--- src/rtl/dsw_drive_words_regs.vh ---
// constants for the drive status and control word block
`ifndef DSW_DRIVE_WORDS_REGS_VH
`define DSW_DRIVE_WORDS_REGS_VH

`define DSW_WORD_W 16
`define DSW_SOL_W 4
`define DSW_DDS_W 2
`define DSW_SOL_MISS_LIMIT 3

// control word one bit positions
`define DSW_CW1_ON 0
`define DSW_CW1_NO_COAST 1
`define DSW_CW1_NO_QUICK 2
`define DSW_CW1_ENABLE_OP 3
`define DSW_CW1_FAULT_ACK 7

// status word one bit positions
`define DSW_SW1_READY_START 0
`define DSW_SW1_READY 1
`define DSW_SW1_OP_ENABLED 2
`define DSW_SW1_FAULT 3
`define DSW_SW1_NO_COAST 4
`define DSW_SW1_NO_QUICK 5
`define DSW_SW1_LOCKOUT 6
`define DSW_SW1_WARNING 7
`define DSW_SW1_SPEED_IN_TOL 8
`define DSW_SW1_MASTER_REQ 9
`define DSW_SW1_SPEED_REACHED 10
`define DSW_SW1_LIMIT_REACHED 11
`define DSW_SW1_BRAKE_OPEN 12
`define DSW_SW1_NO_MOTOR_OVERTEMP 13
`define DSW_SW1_CLOCKWISE 14
`define DSW_SW1_RESET 16'h0000

// control word two fields
`define DSW_CW2_DDS_LSB 0
`define DSW_CW2_PARKING 7
`define DSW_CW2_FIXED_STOP 8
`define DSW_CW2_SOL_LSB 12

// status word two fields
`define DSW_SW2_DDS_LSB 0
`define DSW_SW2_WARN_CLASS_LSB 5
`define DSW_SW2_FIXED_STOP 8
`define DSW_SW2_PULSES_ON 10
`define DSW_SW2_SOL_LSB 12
`define DSW_SW2_RESET 16'h0000

`endif

--- src/rtl/dsw_sign_of_life.v ---
// sign-of-life generator and master counter monitor
`timescale 1ns/1ps
`include "dsw_drive_words_regs.vh"

module dsw_sign_of_life #(
    parameter [3:0] MISS_LIMIT = `DSW_SOL_MISS_LIMIT
) (
    input wire clk_sys_i,
    input wire rst_n_i,
    input wire bus_cycle_i,
    input wire [`DSW_SOL_W-1:0] master_sol_i,
    output reg [`DSW_SOL_W-1:0] slave_sol_o,
    output reg [`DSW_SOL_W-1:0] master_sol_o,
    output reg comm_fault_o
);

reg [3:0] miss_cnt;
wire stalled = (master_sol_i == master_sol_o);

always @(posedge clk_sys_i) begin
    if (!rst_n_i) begin
        slave_sol_o <= 4'h0;
        master_sol_o <= 4'h0;
        miss_cnt <= 4'h0;
        comm_fault_o <= 1'b0;
    end else if (bus_cycle_i) begin
        // wraps modulo 16 by width
        slave_sol_o <= slave_sol_o + 4'h1;
        master_sol_o <= master_sol_i;
        if (stalled) begin
            // saturate so a long stall does not wrap back to healthy
            if (miss_cnt != 4'hF)
                miss_cnt <= miss_cnt + 4'h1;
            if (miss_cnt + 4'h1 >= MISS_LIMIT)
                comm_fault_o <= 1'b1;
        end else begin
            miss_cnt <= 4'h0;
            comm_fault_o <= 1'b0;
        end
    end
end

endmodule // dsw_sign_of_life

--- src/rtl/dsw_drive_words.v ---
// drive status word assembly and control word decode
`timescale 1ns/1ps
`include "dsw_drive_words_regs.vh"

module dsw_drive_words #(
    parameter [3:0] SOL_MISS_LIMIT = `DSW_SOL_MISS_LIMIT
) (
    input wire clk_sys_i,
    input wire rst_n_i,
    input wire bus_cycle_i,
    input wire [15:0] drive_control_word_one_i,
    input wire [15:0] drive_control_word_two_i,
    input wire supply_on_i,
    input wire init_done_i,
    input wire fault_event_i,
    input wire warning_active_i,
    input wire [1:0] warning_class_i,
    input wire signed [15:0] speed_setpoint_i,
    input wire signed [15:0] speed_actual_i,
    input wire [15:0] speed_tolerance_i,
    input wire [15:0] compare_speed_i,
    input wire torque_limit_i,
    input wire current_limit_i,
    input wire telegram_20_i,
    input wire brake_open_i,
    input wire motor_overtemp_i,
    input wire master_control_req_i,
    input wire fixed_stop_active_i,
    output reg [15:0] drive_status_word_one_o,
    output reg [15:0] drive_status_word_two_o,
    output reg [1:0] drive_data_set_o,
    output reg parking_axis_o,
    output reg fixed_stop_enable_o,
    output wire [3:0] master_sol_o,
    output wire comm_fault_o,
    output reg pulses_enable_o
);

localparam [2:0] ST_LOCKOUT = 3'h0;
localparam [2:0] ST_READY_START = 3'h1;
localparam [2:0] ST_READY = 3'h2;
localparam [2:0] ST_OPERATE = 3'h3;
localparam [2:0] ST_FAULT = 3'h4;

reg [2:0] state;
reg [2:0] next_state;
reg [15:0] cw1_prev;
reg fault_pending;
reg next_fault_pending;
reg clockwise;
reg brake_assign_kept;
reg [15:0] next_sw1;
reg [15:0] next_sw2;

wire [3:0] slave_sol;
wire comm_fault;

wire on_cmd = drive_control_word_one_i[`DSW_CW1_ON];
wire no_coast = drive_control_word_one_i[`DSW_CW1_NO_COAST];
wire no_quick = drive_control_word_one_i[`DSW_CW1_NO_QUICK];
wire en_op = drive_control_word_one_i[`DSW_CW1_ENABLE_OP];
wire stop_req = ~no_coast | ~no_quick;

// edges are judged between successive bus cycles, not clocks
wire on_rise = on_cmd & ~cw1_prev[`DSW_CW1_ON];
wire ack_rise = drive_control_word_one_i[`DSW_CW1_FAULT_ACK]
    & ~cw1_prev[`DSW_CW1_FAULT_ACK];
// only a reported fault may be acknowledged, else the state and bit 3 part ways
wire ack_take = bus_cycle_i & ack_rise & (state == ST_FAULT);
wire fault_now = fault_event_i | comm_fault;

// one extra bit so the difference never overflows
wire signed [16:0] speed_diff = {speed_setpoint_i[15], speed_setpoint_i}
    - {speed_actual_i[15], speed_actual_i};
wire [16:0] diff_abs = speed_diff[16] ? (17'h00000 - speed_diff) : speed_diff;
wire [16:0] act_abs = speed_actual_i[15]
    ? (17'h00000 - {speed_actual_i[15], speed_actual_i})
    : {1'b0, speed_actual_i};
wire in_tol = diff_abs <= {1'b0, speed_tolerance_i};
wire speed_reached = act_abs >= {1'b0, compare_speed_i};
wire ready_start_ok = supply_on_i & init_done_i;

dsw_sign_of_life #(
    .MISS_LIMIT(SOL_MISS_LIMIT)
) u_sol (
    .clk_sys_i(clk_sys_i),
    .rst_n_i(rst_n_i),
    .bus_cycle_i(bus_cycle_i),
    .master_sol_i(drive_control_word_two_i[`DSW_CW2_SOL_LSB +: 4]),
    .slave_sol_o(slave_sol),
    .master_sol_o(master_sol_o),
    .comm_fault_o(comm_fault)
);

assign comm_fault_o = comm_fault;

// fault latch: a new fault in the ack cycle wins over the ack
always @* begin
    next_fault_pending = fault_pending;
    if (ack_take)
        next_fault_pending = 1'b0;
    if (fault_now)
        next_fault_pending = 1'b1;
end

always @* begin
    next_state = state;
    case (state)
        ST_FAULT: begin
            if (ack_rise && !fault_now) begin
                if (on_cmd)
                    next_state = ST_LOCKOUT;
                else
                    next_state = ST_READY_START;
            end
        end
        ST_LOCKOUT: begin
            if (fault_pending)
                next_state = ST_FAULT;
            else if (!on_cmd && !stop_req)
                next_state = ST_READY_START;
        end
        ST_READY_START: begin
            if (fault_pending)
                next_state = ST_FAULT;
            else if (stop_req)
                next_state = ST_LOCKOUT;
            else if (on_rise && ready_start_ok) begin
                if (en_op)
                    next_state = ST_OPERATE;
                else
                    next_state = ST_READY;
            end
        end
        ST_READY: begin
            if (fault_pending)
                next_state = ST_FAULT;
            else if (stop_req)
                next_state = ST_LOCKOUT;
            else if (!on_cmd)
                next_state = ST_READY_START;
            else if (en_op)
                next_state = ST_OPERATE;
        end
        ST_OPERATE: begin
            if (fault_pending)
                next_state = ST_FAULT;
            else if (stop_req)
                next_state = ST_LOCKOUT;
            else if (!on_cmd)
                next_state = ST_READY_START;
            else if (!en_op)
                next_state = ST_READY;
        end
        default: next_state = ST_LOCKOUT;
    endcase
end

// status word one from the state held before this bus cycle
always @* begin
    next_sw1 = 16'h0000;
    next_sw1[`DSW_SW1_READY_START] = (state == ST_READY_START)
        & ready_start_ok;
    next_sw1[`DSW_SW1_READY] = ((state == ST_READY) | (state == ST_OPERATE))
        & on_cmd & ~fault_pending;
    next_sw1[`DSW_SW1_OP_ENABLED] = (state == ST_OPERATE);
    next_sw1[`DSW_SW1_FAULT] = fault_pending;
    next_sw1[`DSW_SW1_NO_COAST] = no_coast;
    next_sw1[`DSW_SW1_NO_QUICK] = no_quick;
    next_sw1[`DSW_SW1_LOCKOUT] = (state == ST_LOCKOUT);
    next_sw1[`DSW_SW1_WARNING] = warning_active_i;
    next_sw1[`DSW_SW1_SPEED_IN_TOL] = in_tol;
    next_sw1[`DSW_SW1_MASTER_REQ] = master_control_req_i;
    next_sw1[`DSW_SW1_SPEED_REACHED] = speed_reached;
    next_sw1[`DSW_SW1_LIMIT_REACHED] = telegram_20_i
        ? (current_limit_i | torque_limit_i) : torque_limit_i;
    // in telegram 20 the brake signal stays only if it was mapped before
    next_sw1[`DSW_SW1_BRAKE_OPEN] = (~telegram_20_i | brake_assign_kept)
        & brake_open_i;
    next_sw1[`DSW_SW1_NO_MOTOR_OVERTEMP] = ~motor_overtemp_i;
    next_sw1[`DSW_SW1_CLOCKWISE] = clockwise;
end

// bits 0-11 vendor fields, 12-15 profile counter
always @* begin
    next_sw2 = 16'h0000;
    next_sw2[`DSW_SW2_DDS_LSB +: 2] = drive_data_set_o;
    next_sw2[`DSW_SW2_WARN_CLASS_LSB +: 2] = warning_class_i;
    next_sw2[`DSW_SW2_FIXED_STOP] = fixed_stop_active_i;
    next_sw2[`DSW_SW2_PULSES_ON] = (state == ST_OPERATE);
    next_sw2[`DSW_SW2_SOL_LSB +: 4] = slave_sol;
end

always @(posedge clk_sys_i) begin
    if (!rst_n_i) begin
        fault_pending <= 1'b0;
    end else begin
        // faults may arrive between bus cycles and must not be missed
        fault_pending <= next_fault_pending;
    end
end

always @(posedge clk_sys_i) begin
    if (!rst_n_i) begin
        state <= ST_LOCKOUT;
        cw1_prev <= 16'h0000;
        clockwise <= 1'b0;
        brake_assign_kept <= 1'b0;
        drive_status_word_one_o <= `DSW_SW1_RESET;
        drive_status_word_two_o <= `DSW_SW2_RESET;
        drive_data_set_o <= 2'h0;
        parking_axis_o <= 1'b0;
        fixed_stop_enable_o <= 1'b0;
        pulses_enable_o <= 1'b0;
    end else if (bus_cycle_i) begin
        state <= next_state;
        cw1_prev <= drive_control_word_one_i;
        // zero speed keeps the last direction
        if (speed_actual_i > 16'sh0000)
            clockwise <= 1'b1;
        else if (speed_actual_i < 16'sh0000)
            clockwise <= 1'b0;
        if (!telegram_20_i)
            brake_assign_kept <= 1'b1;
        drive_status_word_one_o <= next_sw1;
        drive_status_word_two_o <= next_sw2;
        // reserved control bits 2-6 and 9-11 are ignored
        drive_data_set_o <= drive_control_word_two_i[`DSW_CW2_DDS_LSB +: 2];
        parking_axis_o <= drive_control_word_two_i[`DSW_CW2_PARKING];
        fixed_stop_enable_o <= drive_control_word_two_i[`DSW_CW2_FIXED_STOP];
        pulses_enable_o <= (next_state == ST_OPERATE);
    end
end

endmodule // dsw_drive_words

--- config.mk ---
export PLATFORM = sky130hd
export DESIGN_NAME = dsw_drive_words
export DESIGN_NICKNAME = d
export VERILOG_FILES = /design/src/rtl/dsw_sign_of_life.v /design/src/rtl/dsw_drive_words.v
export VERILOG_INCLUDE_DIRS = /design/src /design/src/rtl
export SDC_FILE = /design/constraint.sdc
export NUM_CORES = 1
export LEC_CHECK = 0
export ABC_CLOCK_PERIOD_IN_PS = 4000
export BUFFER_PORTS_ARGS = -buffer_cell sky130_fd_sc_hd__buf_4
export CAP_MARGIN = 30
export CORE_AREA = 2 2 105 107
export CTS_CLUSTER_DIAMETER = 100
export DETAILED_ROUTE_END_ITERATION = 10
export DIE_AREA = 0 0 107 109
export PLACE_DENSITY = 0.72
export SLEW_MARGIN = 20
export SYNTH_ARGS = -nofsm -noshare
export SYNTH_HDL_FRONTEND = slang
export SYNTH_SLANG_ARGS = --single-unit
--- constraint.sdc ---
create_clock -name clk_sys_i -period 4 [get_ports clk_sys_i]
set_input_delay 0.2 -clock clk_sys_i [delete_from_list [all_inputs] [get_ports clk_sys_i]]
set_output_delay 0.2 -clock clk_sys_i [all_outputs]
set_load 0.02 [all_outputs]
==> flow_summary.ini, run 1 <==
[finish]
layout_common_cells = 144 x buf_4, 58 x inv_1, 55 x ha_1
antenna_cells = 0
fillCellCount = 981
multi_input_area_um2 = 3330
layout-drive-gt1-share = 0.249
design_area_um2 = 5900
seqCellArea_um2 = 1000
layout_commonest_cell = buf_4
syn_to_final_growth_pct = 26.3
nets = 877

[synthesis]
synth_largest_area_cell = dfxtp_1
syn_area_um2 = 4670
yosysSeqAreaShare = 0.214
synth_top_area_share = 0.214
synth-async-reset-ratio = 0
synth_cell_types = 67
synth_seq_cells = 50
synth-edff-count = 0
synthFlopType = dfxtp_1
yosys_warnings = 0
synth.avg_cell_area_um2 = 7.99
synth_area_leaders = dfxtp_1 21%, ha_1 15%, xnor2_1 6.9%
synthCells = 584

[min_path]
whs_path_depth = 3
hold_path.class = input port to register

[timing]
setup_viol = 0
slew-limit-headroom = 0.531
finalMaxSlewViolations = 0
hold_viol = 0
finalWorstSetupSlack_ns = 0.292
period_share = 0.927
rsz0062_at_grt = false
skew_ns = 0.00637
finalCriticalPeriod_ns = 3.71
fmax_mhz = 270
worst_pin_slew_ns = 0.704

[grt]
grt_pass1_wl_mm = 18.1
grt_max_degree = 55
antenna_found_initial = 0
grt_usage = 0.187
grt_pass1_vias = 4179
overflow = 0

[floorplanning]
die_x_um = 107
dieArea_um2 = 11700
core_area_um2 = 10600
start_util = 0.440
dieHeight_um = 109
rows = 38
io_pins = 154

[status]
outcome = finished clean

[placement]
gp_congestion = 0.865
io_buffers = 127
placed_area_um2 = 5780
dp_hpwl_mm = 9.01
place_ws_ns = -0.188

[detailed_routing]
wl_per_cell_um = 12.8
firstDrtPassIters = 4
drt_iter0_drc = 141
viasPerCell = 5.15
drtAntennaViolNets = 0
drc = 0
drt-total-wl_mm = 10.9
vias = 4378

[pwr]
ir_drop_v = 0.000167
total_power_mw = 1.54
power_density_nw_per_um2 = 261
power.static_leakage_nw = 2.83

[worst_setup_path]
cp-end-kind = register
cp_data_arrival_time_ns = 3.93
crit_fanout = 5
start_kind = input port
critical_path_class = input port to register
required_ns = 4.22
r2r_cells = 5

[clock_network]
clkLatencyLatePin_ns = 0.30
clock-sinks = 50
cts_hold_buffers = 0
cts_root_buffer = clkbuf_8
cts_htree_levels = 2
path_clk_slew_ns = 0.09
clockBufferDepth = 2
cts_buffers = 5
cts_setup_buffers = 0
cts_tree = done

[run]
drv_cap = 0
stage by stage:
stage,cells,TNS (ns),util,hold slack [ns]
after CTS,850,0,0.553,0.140
after floorplan,590,0,-,0.369
final,850,0,0.556,0.148
after global placement,842,-0.00889,0.545,0.460
after global routing,850,0,0.556,0.138
after detailed placement,842,-0.188,0.545,0.467
sequential cells by signal, indices dropped and copies added (netlist names):
name,flops
drive_status_word_one_o,12
drive_status_word_two_o,10
cw1_prev,4
u_sol.master_sol_o,4
u_sol.miss_cnt,4
u_sol.slave_sol_o,4
state,3
drive_data_set_o,2
brake_assign_kept,1
clockwise,1
fault_pending,1
fixed_stop_enable_o,1
parking_axis_o,1
pulses_enable_o,1
u_sol.comm_fault_o,1
cell usage after synthesis, drive strengths merged, types with 10 or more instances:
master and instances:
a21oi 32, buf 18, nor2 27, inv 58, o21ai 33, ha 55, clkbuf 14, nor2b 34
nand2 49, a21o 10, dfxtp 50, xnor2 37, mux2i 28
layout make-up:
class	instances	share of cell area
flip-flops and latches	50	0.170
clock buffers	5	0.0117
inverters	58	0.0369
repair buffers	144	0.183
clock inverters	3	0.00361
multi-input cells	450	0.565
well taps	140	0.0297
final timing paths:
path	start	end	slack [ns]
worst min register to register	drive_status_word_one_o[12]	drive_status_word_one_o[12]	0.48
worst max-delay path	speed_setpoint_i[0]	drive_status_word_one_o[8]	0.29
worst max register to register	u_sol.comm_fault_o	pulses_enable_o	2.16
worst min-delay path	motor_overtemp_i	drive_status_word_one_o[13]	0.15
where the power goes:
group / internal, mW / switching, mW / leakage [nW]
clock network: 0.123 / 0.164 / 0.0441
logic: 0.346 / 0.368 / 2.38
registers: 0.521 / 0.0163 / 0.410
total: 0.990 / 0.548 / 2.83
metal layers:
metal | vias up | track usage | routed length [µm]
li1 | 2260 | - | -
met1 | 1990 | 0.218 | 4660
met2 | 117 | 0.357 | 5490
met3 | 11 | 0.0329 | 637
met4 | 0 | 0.0408 | 119
met5 | - | 0 | 0
cell families (layout without fill, tap and decap cells):
group	Yosys count	count (layout)	synth area share
AOI/OAI and AO/OA	132	132	0.194
DFF	50	50	0.214
buffers and inverters	90	210	0.0834
and+or+nand+nor	181	181	0.210
xor gates and xnor gates	46	46	0.0863
other	1	7	0.000803
muxes	28	28	0.0600
adders and majority gates	56	56	0.152
worst max-delay path, cell delays in order:
cell      delay [ns]
buf_4           0.07
inv_1           0.03
ha_1            0.21
fa_1            0.39
nand2b_2        0.23
a211oi_2        0.20
buf_4           0.15
o211ai_1        0.11
a21o_1          0.21
a21boi_1        0.21
o31a_1          0.21
nor2_1          0.07
xnor2_1         0.12
ha_1            0.30
a21o_1          0.19
a21o_1          0.18
a21oi_1         0.19
o311ai_1        0.13
o211ai_1        0.22
o211ai_1        0.12
a41oi_1         0.19
timing repair:
item / CTS / global route
hold endpoints to repair: 0 / 0
gates resized for setup: 0 / 7
endpoints found under the setup margin: 0 / 1
(Power assumes the default switching activity.)
==> run 2: changes to the inputs <==
--- a/config.mk
+++ b/config.mk
@@ -6,15 +6,15 @@
 export SDC_FILE = /design/constraint.sdc
 export NUM_CORES = 1
 export LEC_CHECK = 0
-export ABC_CLOCK_PERIOD_IN_PS = 4000
+export ABC_CLOCK_PERIOD_IN_PS = 3500
 export BUFFER_PORTS_ARGS = -buffer_cell sky130_fd_sc_hd__buf_4
 export CAP_MARGIN = 30
 export CORE_AREA = 2 2 105 107
 export CTS_CLUSTER_DIAMETER = 100
+export CTS_CLUSTER_SIZE = 28
 export DETAILED_ROUTE_END_ITERATION = 10
 export DIE_AREA = 0 0 107 109
 export PLACE_DENSITY = 0.72
-export SLEW_MARGIN = 20
 export SYNTH_ARGS = -nofsm -noshare
 export SYNTH_HDL_FRONTEND = slang
 export SYNTH_SLANG_ARGS = --single-unit
==> constraint.sdc (replaced) <==
create_clock -name clk_sys_i -period 3.5 [get_ports clk_sys_i]
set_input_delay 0.175 -clock clk_sys_i [delete_from_list [all_inputs] [get_ports clk_sys_i]]
set_output_delay 0.175 -clock clk_sys_i [all_outputs]
set_load 0.02 [all_outputs]
==> run 2 against run 1 <==
- routed wire length rose by 11%
- sequential power rose by 15%
- count of clock-buffer cells in the layout did not move
- die area did not move
- critical path type unchanged
- clock power rose by 39%
- largest power group unchanged
- worst setup slack got worse by 0.20 ns
==> flow_summary.ini, run 2 (synthesis gave the netlist of run 1 again) <==
[placement]
placed_area_um2 = 6150
dp_hpwl_mm = 9.71
dp_cells = 891
gp_congestion = 0.880
io_buffers = 127

[finish]
stdcell_count = 906
layout-drive-gt1-share = 0.337
layout_common_cells = 195 x buf_4, 57 x inv_1, 51 x ha_1
design_area_um2 = 6520
largest_register = drive_status_word_one_o
largest_reg_flops = 12
reg.largest.list = drive_status_word_one_o (12), drive_status_word_two_o (10)
layout_commonest_cell = buf_4
syn_to_final_growth_pct = 39.7
antenna_cells = 0
nets = 933

[worst_setup_path]
worstReg2RegEnd = pulses_enable_o
start_kind = input port
crit_family = compound AO/OA/AOI/OAI gates
crit_chain = buf_4, inv_1, ha_2, fa_2, nand2b_4, a211oi_4, o211ai_1, a21oi_1, o21ai_1, a211o_1, o21ai_2, xnor2_1, ha_1, a21o_1, a211oi_2, o311ai_1, o211ai_1, o211ai_1, a41oi_1
max_stage_delay_ns = 0.36
ff2ff_setup_slack_ns = 1.65
r2r_cells = 5
r2r-start = u_sol.comm_fault_o
crit_fanout = 4
critical_path_class = input port to register
cp_data_arrival_time_ns = 3.63
slowest_stage = a211o_1
cp-end-kind = register
critPathLaunch = speed_setpoint_i[0]
required_ns = 3.72
path_buf_inv = 2
cp_common_cell = o211ai_1

[detailed_routing]
drt-total-wl_mm = 12.1
drtAntennaViolNets = 0
vias = 4703
wl_per_cell_um = 13.4
drt_iter0_drc = 207
drc = 0
firstDrtPassIters = 4
viasPerCell = 5.19

[status]
outcome = finished clean

[clock_network]
clock-sinks = 50
clockBufferDepth = 2
cts_tree = done
clkLatencyLatePin_ns = 0.29
cts_htree_levels = 2
path_clk_slew_ns = 0.09
cts_buffers = 5
cts_hold_buffers = 0
cts_root_buffer = clkbuf_8

[grt]
grt_usage = 0.199
grt_max_degree = 52
overflow = 0
grt_pass1_wl_mm = 19.2
grt_pass1_vias = 4506
antenna_found_initial = 0

[run]
drv_cap = 0

[timing]
finalCriticalPeriod_ns = 3.41
hold_viol = 0
fmax_mhz = 293
finalMaxSlewViolations = 0
setup_viol = 0
fin_tns_setup_ns = 0
whs_ns = 0.131
period_share = 0.974
rsz0062_at_grt = true
skew_ns = 0.00417

[min_path]
hold_path.class = input port to register
hp-start = fixed_stop_active_i
whs_endpoint = drive_status_word_two_o[8]
whs_path_depth = 3

[floorplanning]
rows = 38
dieArea_um2 = 11700
io_pins = 154
dieHeight_um = 109
core_area_um2 = 10600
start_util = 0.440
die_x_um = 107

[pwr]
power.static_leakage_nw = 3.14
total_power_mw = 1.98
ir_drop_v = 0.000238
power_density_nw_per_um2 = 304
-- run 2: final cells by class --
type / count / area (µm²)
fillers: 942 / 4080
multi-input cells: 450 / 3480
repair buffers: 200 / 1530
flip-flops and latches: 50 / 1000
inverters: 58 / 220
well taps: 140 / 175
clock buffers: 5 / 68.8
clock inverters: 3 / 43.8
-- run 2: layer usage --
layer	up-vias	part of all wire	track usage
met5	-	0	0
met4	0	0.027	0.0686
met3	25	0.042	0.0263
met2	136	0.50	0.365
met1	2171	0.43	0.238
li1	2371	-	-
-- run 2: worst min-delay path, cell delays in order --
cell and delay, ns:
buf_4 0.08, mux2i_1 0.05, nor2b_1 0.09
-- run 2: worst max path at each step --
| stage | to | cells after the start |
|---|---|---|
| 6_report | drive_status_word_one_o[8] | 19 |
| 5_1_grt | drive_status_word_one_o[8] | 19 |
| 4_1_cts | drive_status_word_one_o[8] | 19 |
| 3_5_place_dp | drive_status_word_one_o[8] | 19 |
| 3_3_place_gp | drive_status_word_one_o[8] | 19 |
| 2_1_floorplan | drive_status_word_one_o[8] | 19 |
-- run 2: where the power goes --
part / switching [mW] / internal (mW)
Sequential: 0.0193 / 0.596
Combinational: 0.482 / 0.485
Clock: 0.186 / 0.214
-- run 2: through the flow --
step | setup slack [ns] | util
after floorplan | 0.0348 | -
after global placement | -0.361 | 0.580
after detailed placement | -0.540 | 0.580
after CTS | 0.00954 | 0.595
after global routing | -0.0757 | 0.615
final | 0.0896 | 0.615
-- run 2: what timing repair did --
action / CTS / global route
setup endpoints to repair: 1 / 2
resized for setup: 9 / 34
setup buffers: 0 / 7
pin swaps: 4 / 31
==> run 3: changes to the inputs <==
--- a/config.mk
+++ b/config.mk
@@ -7,7 +7,7 @@
 export NUM_CORES = 1
 export LEC_CHECK = 0
 export ABC_CLOCK_PERIOD_IN_PS = 3500
-export BUFFER_PORTS_ARGS = -buffer_cell sky130_fd_sc_hd__buf_4
+export BUFFER_PORTS_ARGS = -buffer_cell sky130_fd_sc_hd__buf_2
 export CAP_MARGIN = 30
 export CORE_AREA = 2 2 105 107
 export CTS_CLUSTER_DIAMETER = 100
==> run 3 against run 2 <==
- design area decreased by 5.9%
- worst setup slack worse by 0.067 ns
- die area is the same
- power down 8.2%
- critical endpoint unchanged
- largest power group unchanged
==> flow_summary.ini, run 3 (synthesis gave the netlist of run 1 again) <==
[status]
outcome = finished clean

[floorplanning]
die_x_um = 107
dieArea_um2 = 11700
core_area_um2 = 10600
dieHeight_um = 109
rows = 38
start_util = 0.440
io_pins = 154

[min_path]
hold_path.class = input port to register

[placement]
gp_congestion = 0.847
dp_hpwl_mm = 9.52
io_buffers = 127
dp_cells = 889

[worst_setup_path]
cp-end-kind = register
critical_path_class = input port to register
crit_fanout = 4
start_kind = input port
cp_data_arrival_time_ns = 3.69
required_ns = 3.71
ff2ff_setup_slack_ns = 1.64

[clock_network]
cts_buffers = 5
path_clk_slew_ns = 0.09
cts_tree = done
clkLatencyLatePin_ns = 0.30
clock-sinks = 50
cts_htree_levels = 2
cts_root_buffer = clkbuf_8
clockBufferDepth = 2

[pwr]
power.static_leakage_nw = 3.03
ir_drop_v = 0.000284
total_power_mw = 1.82
power_density_nw_per_um2 = 296

[timing]
slew-limit-headroom = 0.477
rsz0062_at_grt = true
finalCriticalPeriod_ns = 3.48
period_share = 0.994
worst_pin_slew_ns = 0.784
skew_ns = 0.00415
finalMaxSlewViolations = 0
fmax_mhz = 288
setup_viol = 0
hold_viol = 0

[detailed_routing]
wl_per_cell_um = 12.9
firstDrtPassIters = 5
drtAntennaViolNets = 0
drc = 0
drt_iter0_drc = 175
vias = 4613
drt-total-wl_mm = 11.7
viasPerCell = 5.09

[finish]
stdcell_count = 906
reg.largest.list = drive_status_word_one_o (12), drive_status_word_two_o (10)
largest_reg_flops = 12
layout_common_cells = 124 x buf_2, 73 x buf_4, 55 x inv_1
layout-drive-gt1-share = 0.330
layout_commonest_cell = buf_2
largest_register = drive_status_word_one_o
nets = 934
fillCellCount = 935
antenna_cells = 0
syn_to_final_growth_pct = 31.4

[grt]
antenna_found_initial = 0
overflow = 0
grt_usage = 0.196
grt_max_degree = 52
grt_pass1_vias = 4425
grt_pass1_wl_mm = 18.9

[run]
drv_cap = 0
## run 3: worst max-delay path, cell delays in order
cell	delay, ns
buf_6	0.07
inv_2	0.03
ha_4	0.15
fa_2	0.39
nand2b_4	0.18
a211oi_4	0.28
o211ai_1	0.16
a21oi_1	0.19
o21ai_1	0.11
a211o_1	0.31
o31ai_2	0.28
xor2_1	0.21
ha_1	0.29
a211oi_2	0.23
o311ai_1	0.12
o211ai_1	0.18
o211ai_1	0.12
a41oi_1	0.22
## run 3: metal layers
metal  wire length, µm  GRT usage  up-vias
li1                  -          -     2379
met1              4990      0.225     2102
met2              6000      0.378      122
met3               584     0.0341       10
met4               131     0.0464        0
met5                 0          0        -
## run 3: final timing paths
| path | to | cells past startpoint | from |
|---|---|---|---|
| worst min register to register | drive_status_word_one_o[12] | 2 | drive_status_word_one_o[12] |
| worst max-delay path | drive_status_word_one_o[8] | 18 | speed_setpoint_i[0] |
| worst max register to register | pulses_enable_o | 5 | u_sol.comm_fault_o |
| worst min-delay path | drive_status_word_one_o[13] | 3 | motor_overtemp_i |
## run 3: final cells by class
| cell class | count | area (µm²) | area share |
|---|---|---|---|
| flip-flops and latches | 50 | 1000 | 0.163 |
| clock buffers | 5 | 68.8 | 0.0112 |
| clock inverters | 2 | 15.0 | 0.00245 |
| inverters | 58 | 218 | 0.0355 |
| repair buffers | 201 | 1220 | 0.198 |
| well taps | 140 | 175 | 0.0285 |
| multi-input cells | 450 | 3440 | 0.561 |
## run 3: repair_timing
action / 4_1_cts / 5_1_grt
setup buffers: 2 / 8
resized for setup: 14 / 23
endpoints found under the setup margin: 1 / 2
hold buffers: 0 / 0
pin swaps: 16 / 24
## run 3: report_power, final
group,switching [mW],internal [mW],leakage (nW)
sequential,0.0181,0.595,0.410
clock,0.178,0.136,0.0362
combinational,0.454,0.436,2.58
total,0.650,1.17,3.03
## run 3: through the flow
step           worst slack, ns  instance area (µm²)  utilization  hold WS, ns  setup TNS, ns
2_1_floorplan           0.0348                 4700            -        0.344              0
3_3_place_gp            -0.349                 5820        0.549        0.432         -0.517
3_5_place_dp            -0.561                 5820        0.549        0.441         -0.734
4_1_cts                0.00602                 5980        0.564        0.118              0
5_1_grt                 -0.170                 6140        0.579        0.113         -0.170
6_report                0.0227                 6140        0.579        0.126              0
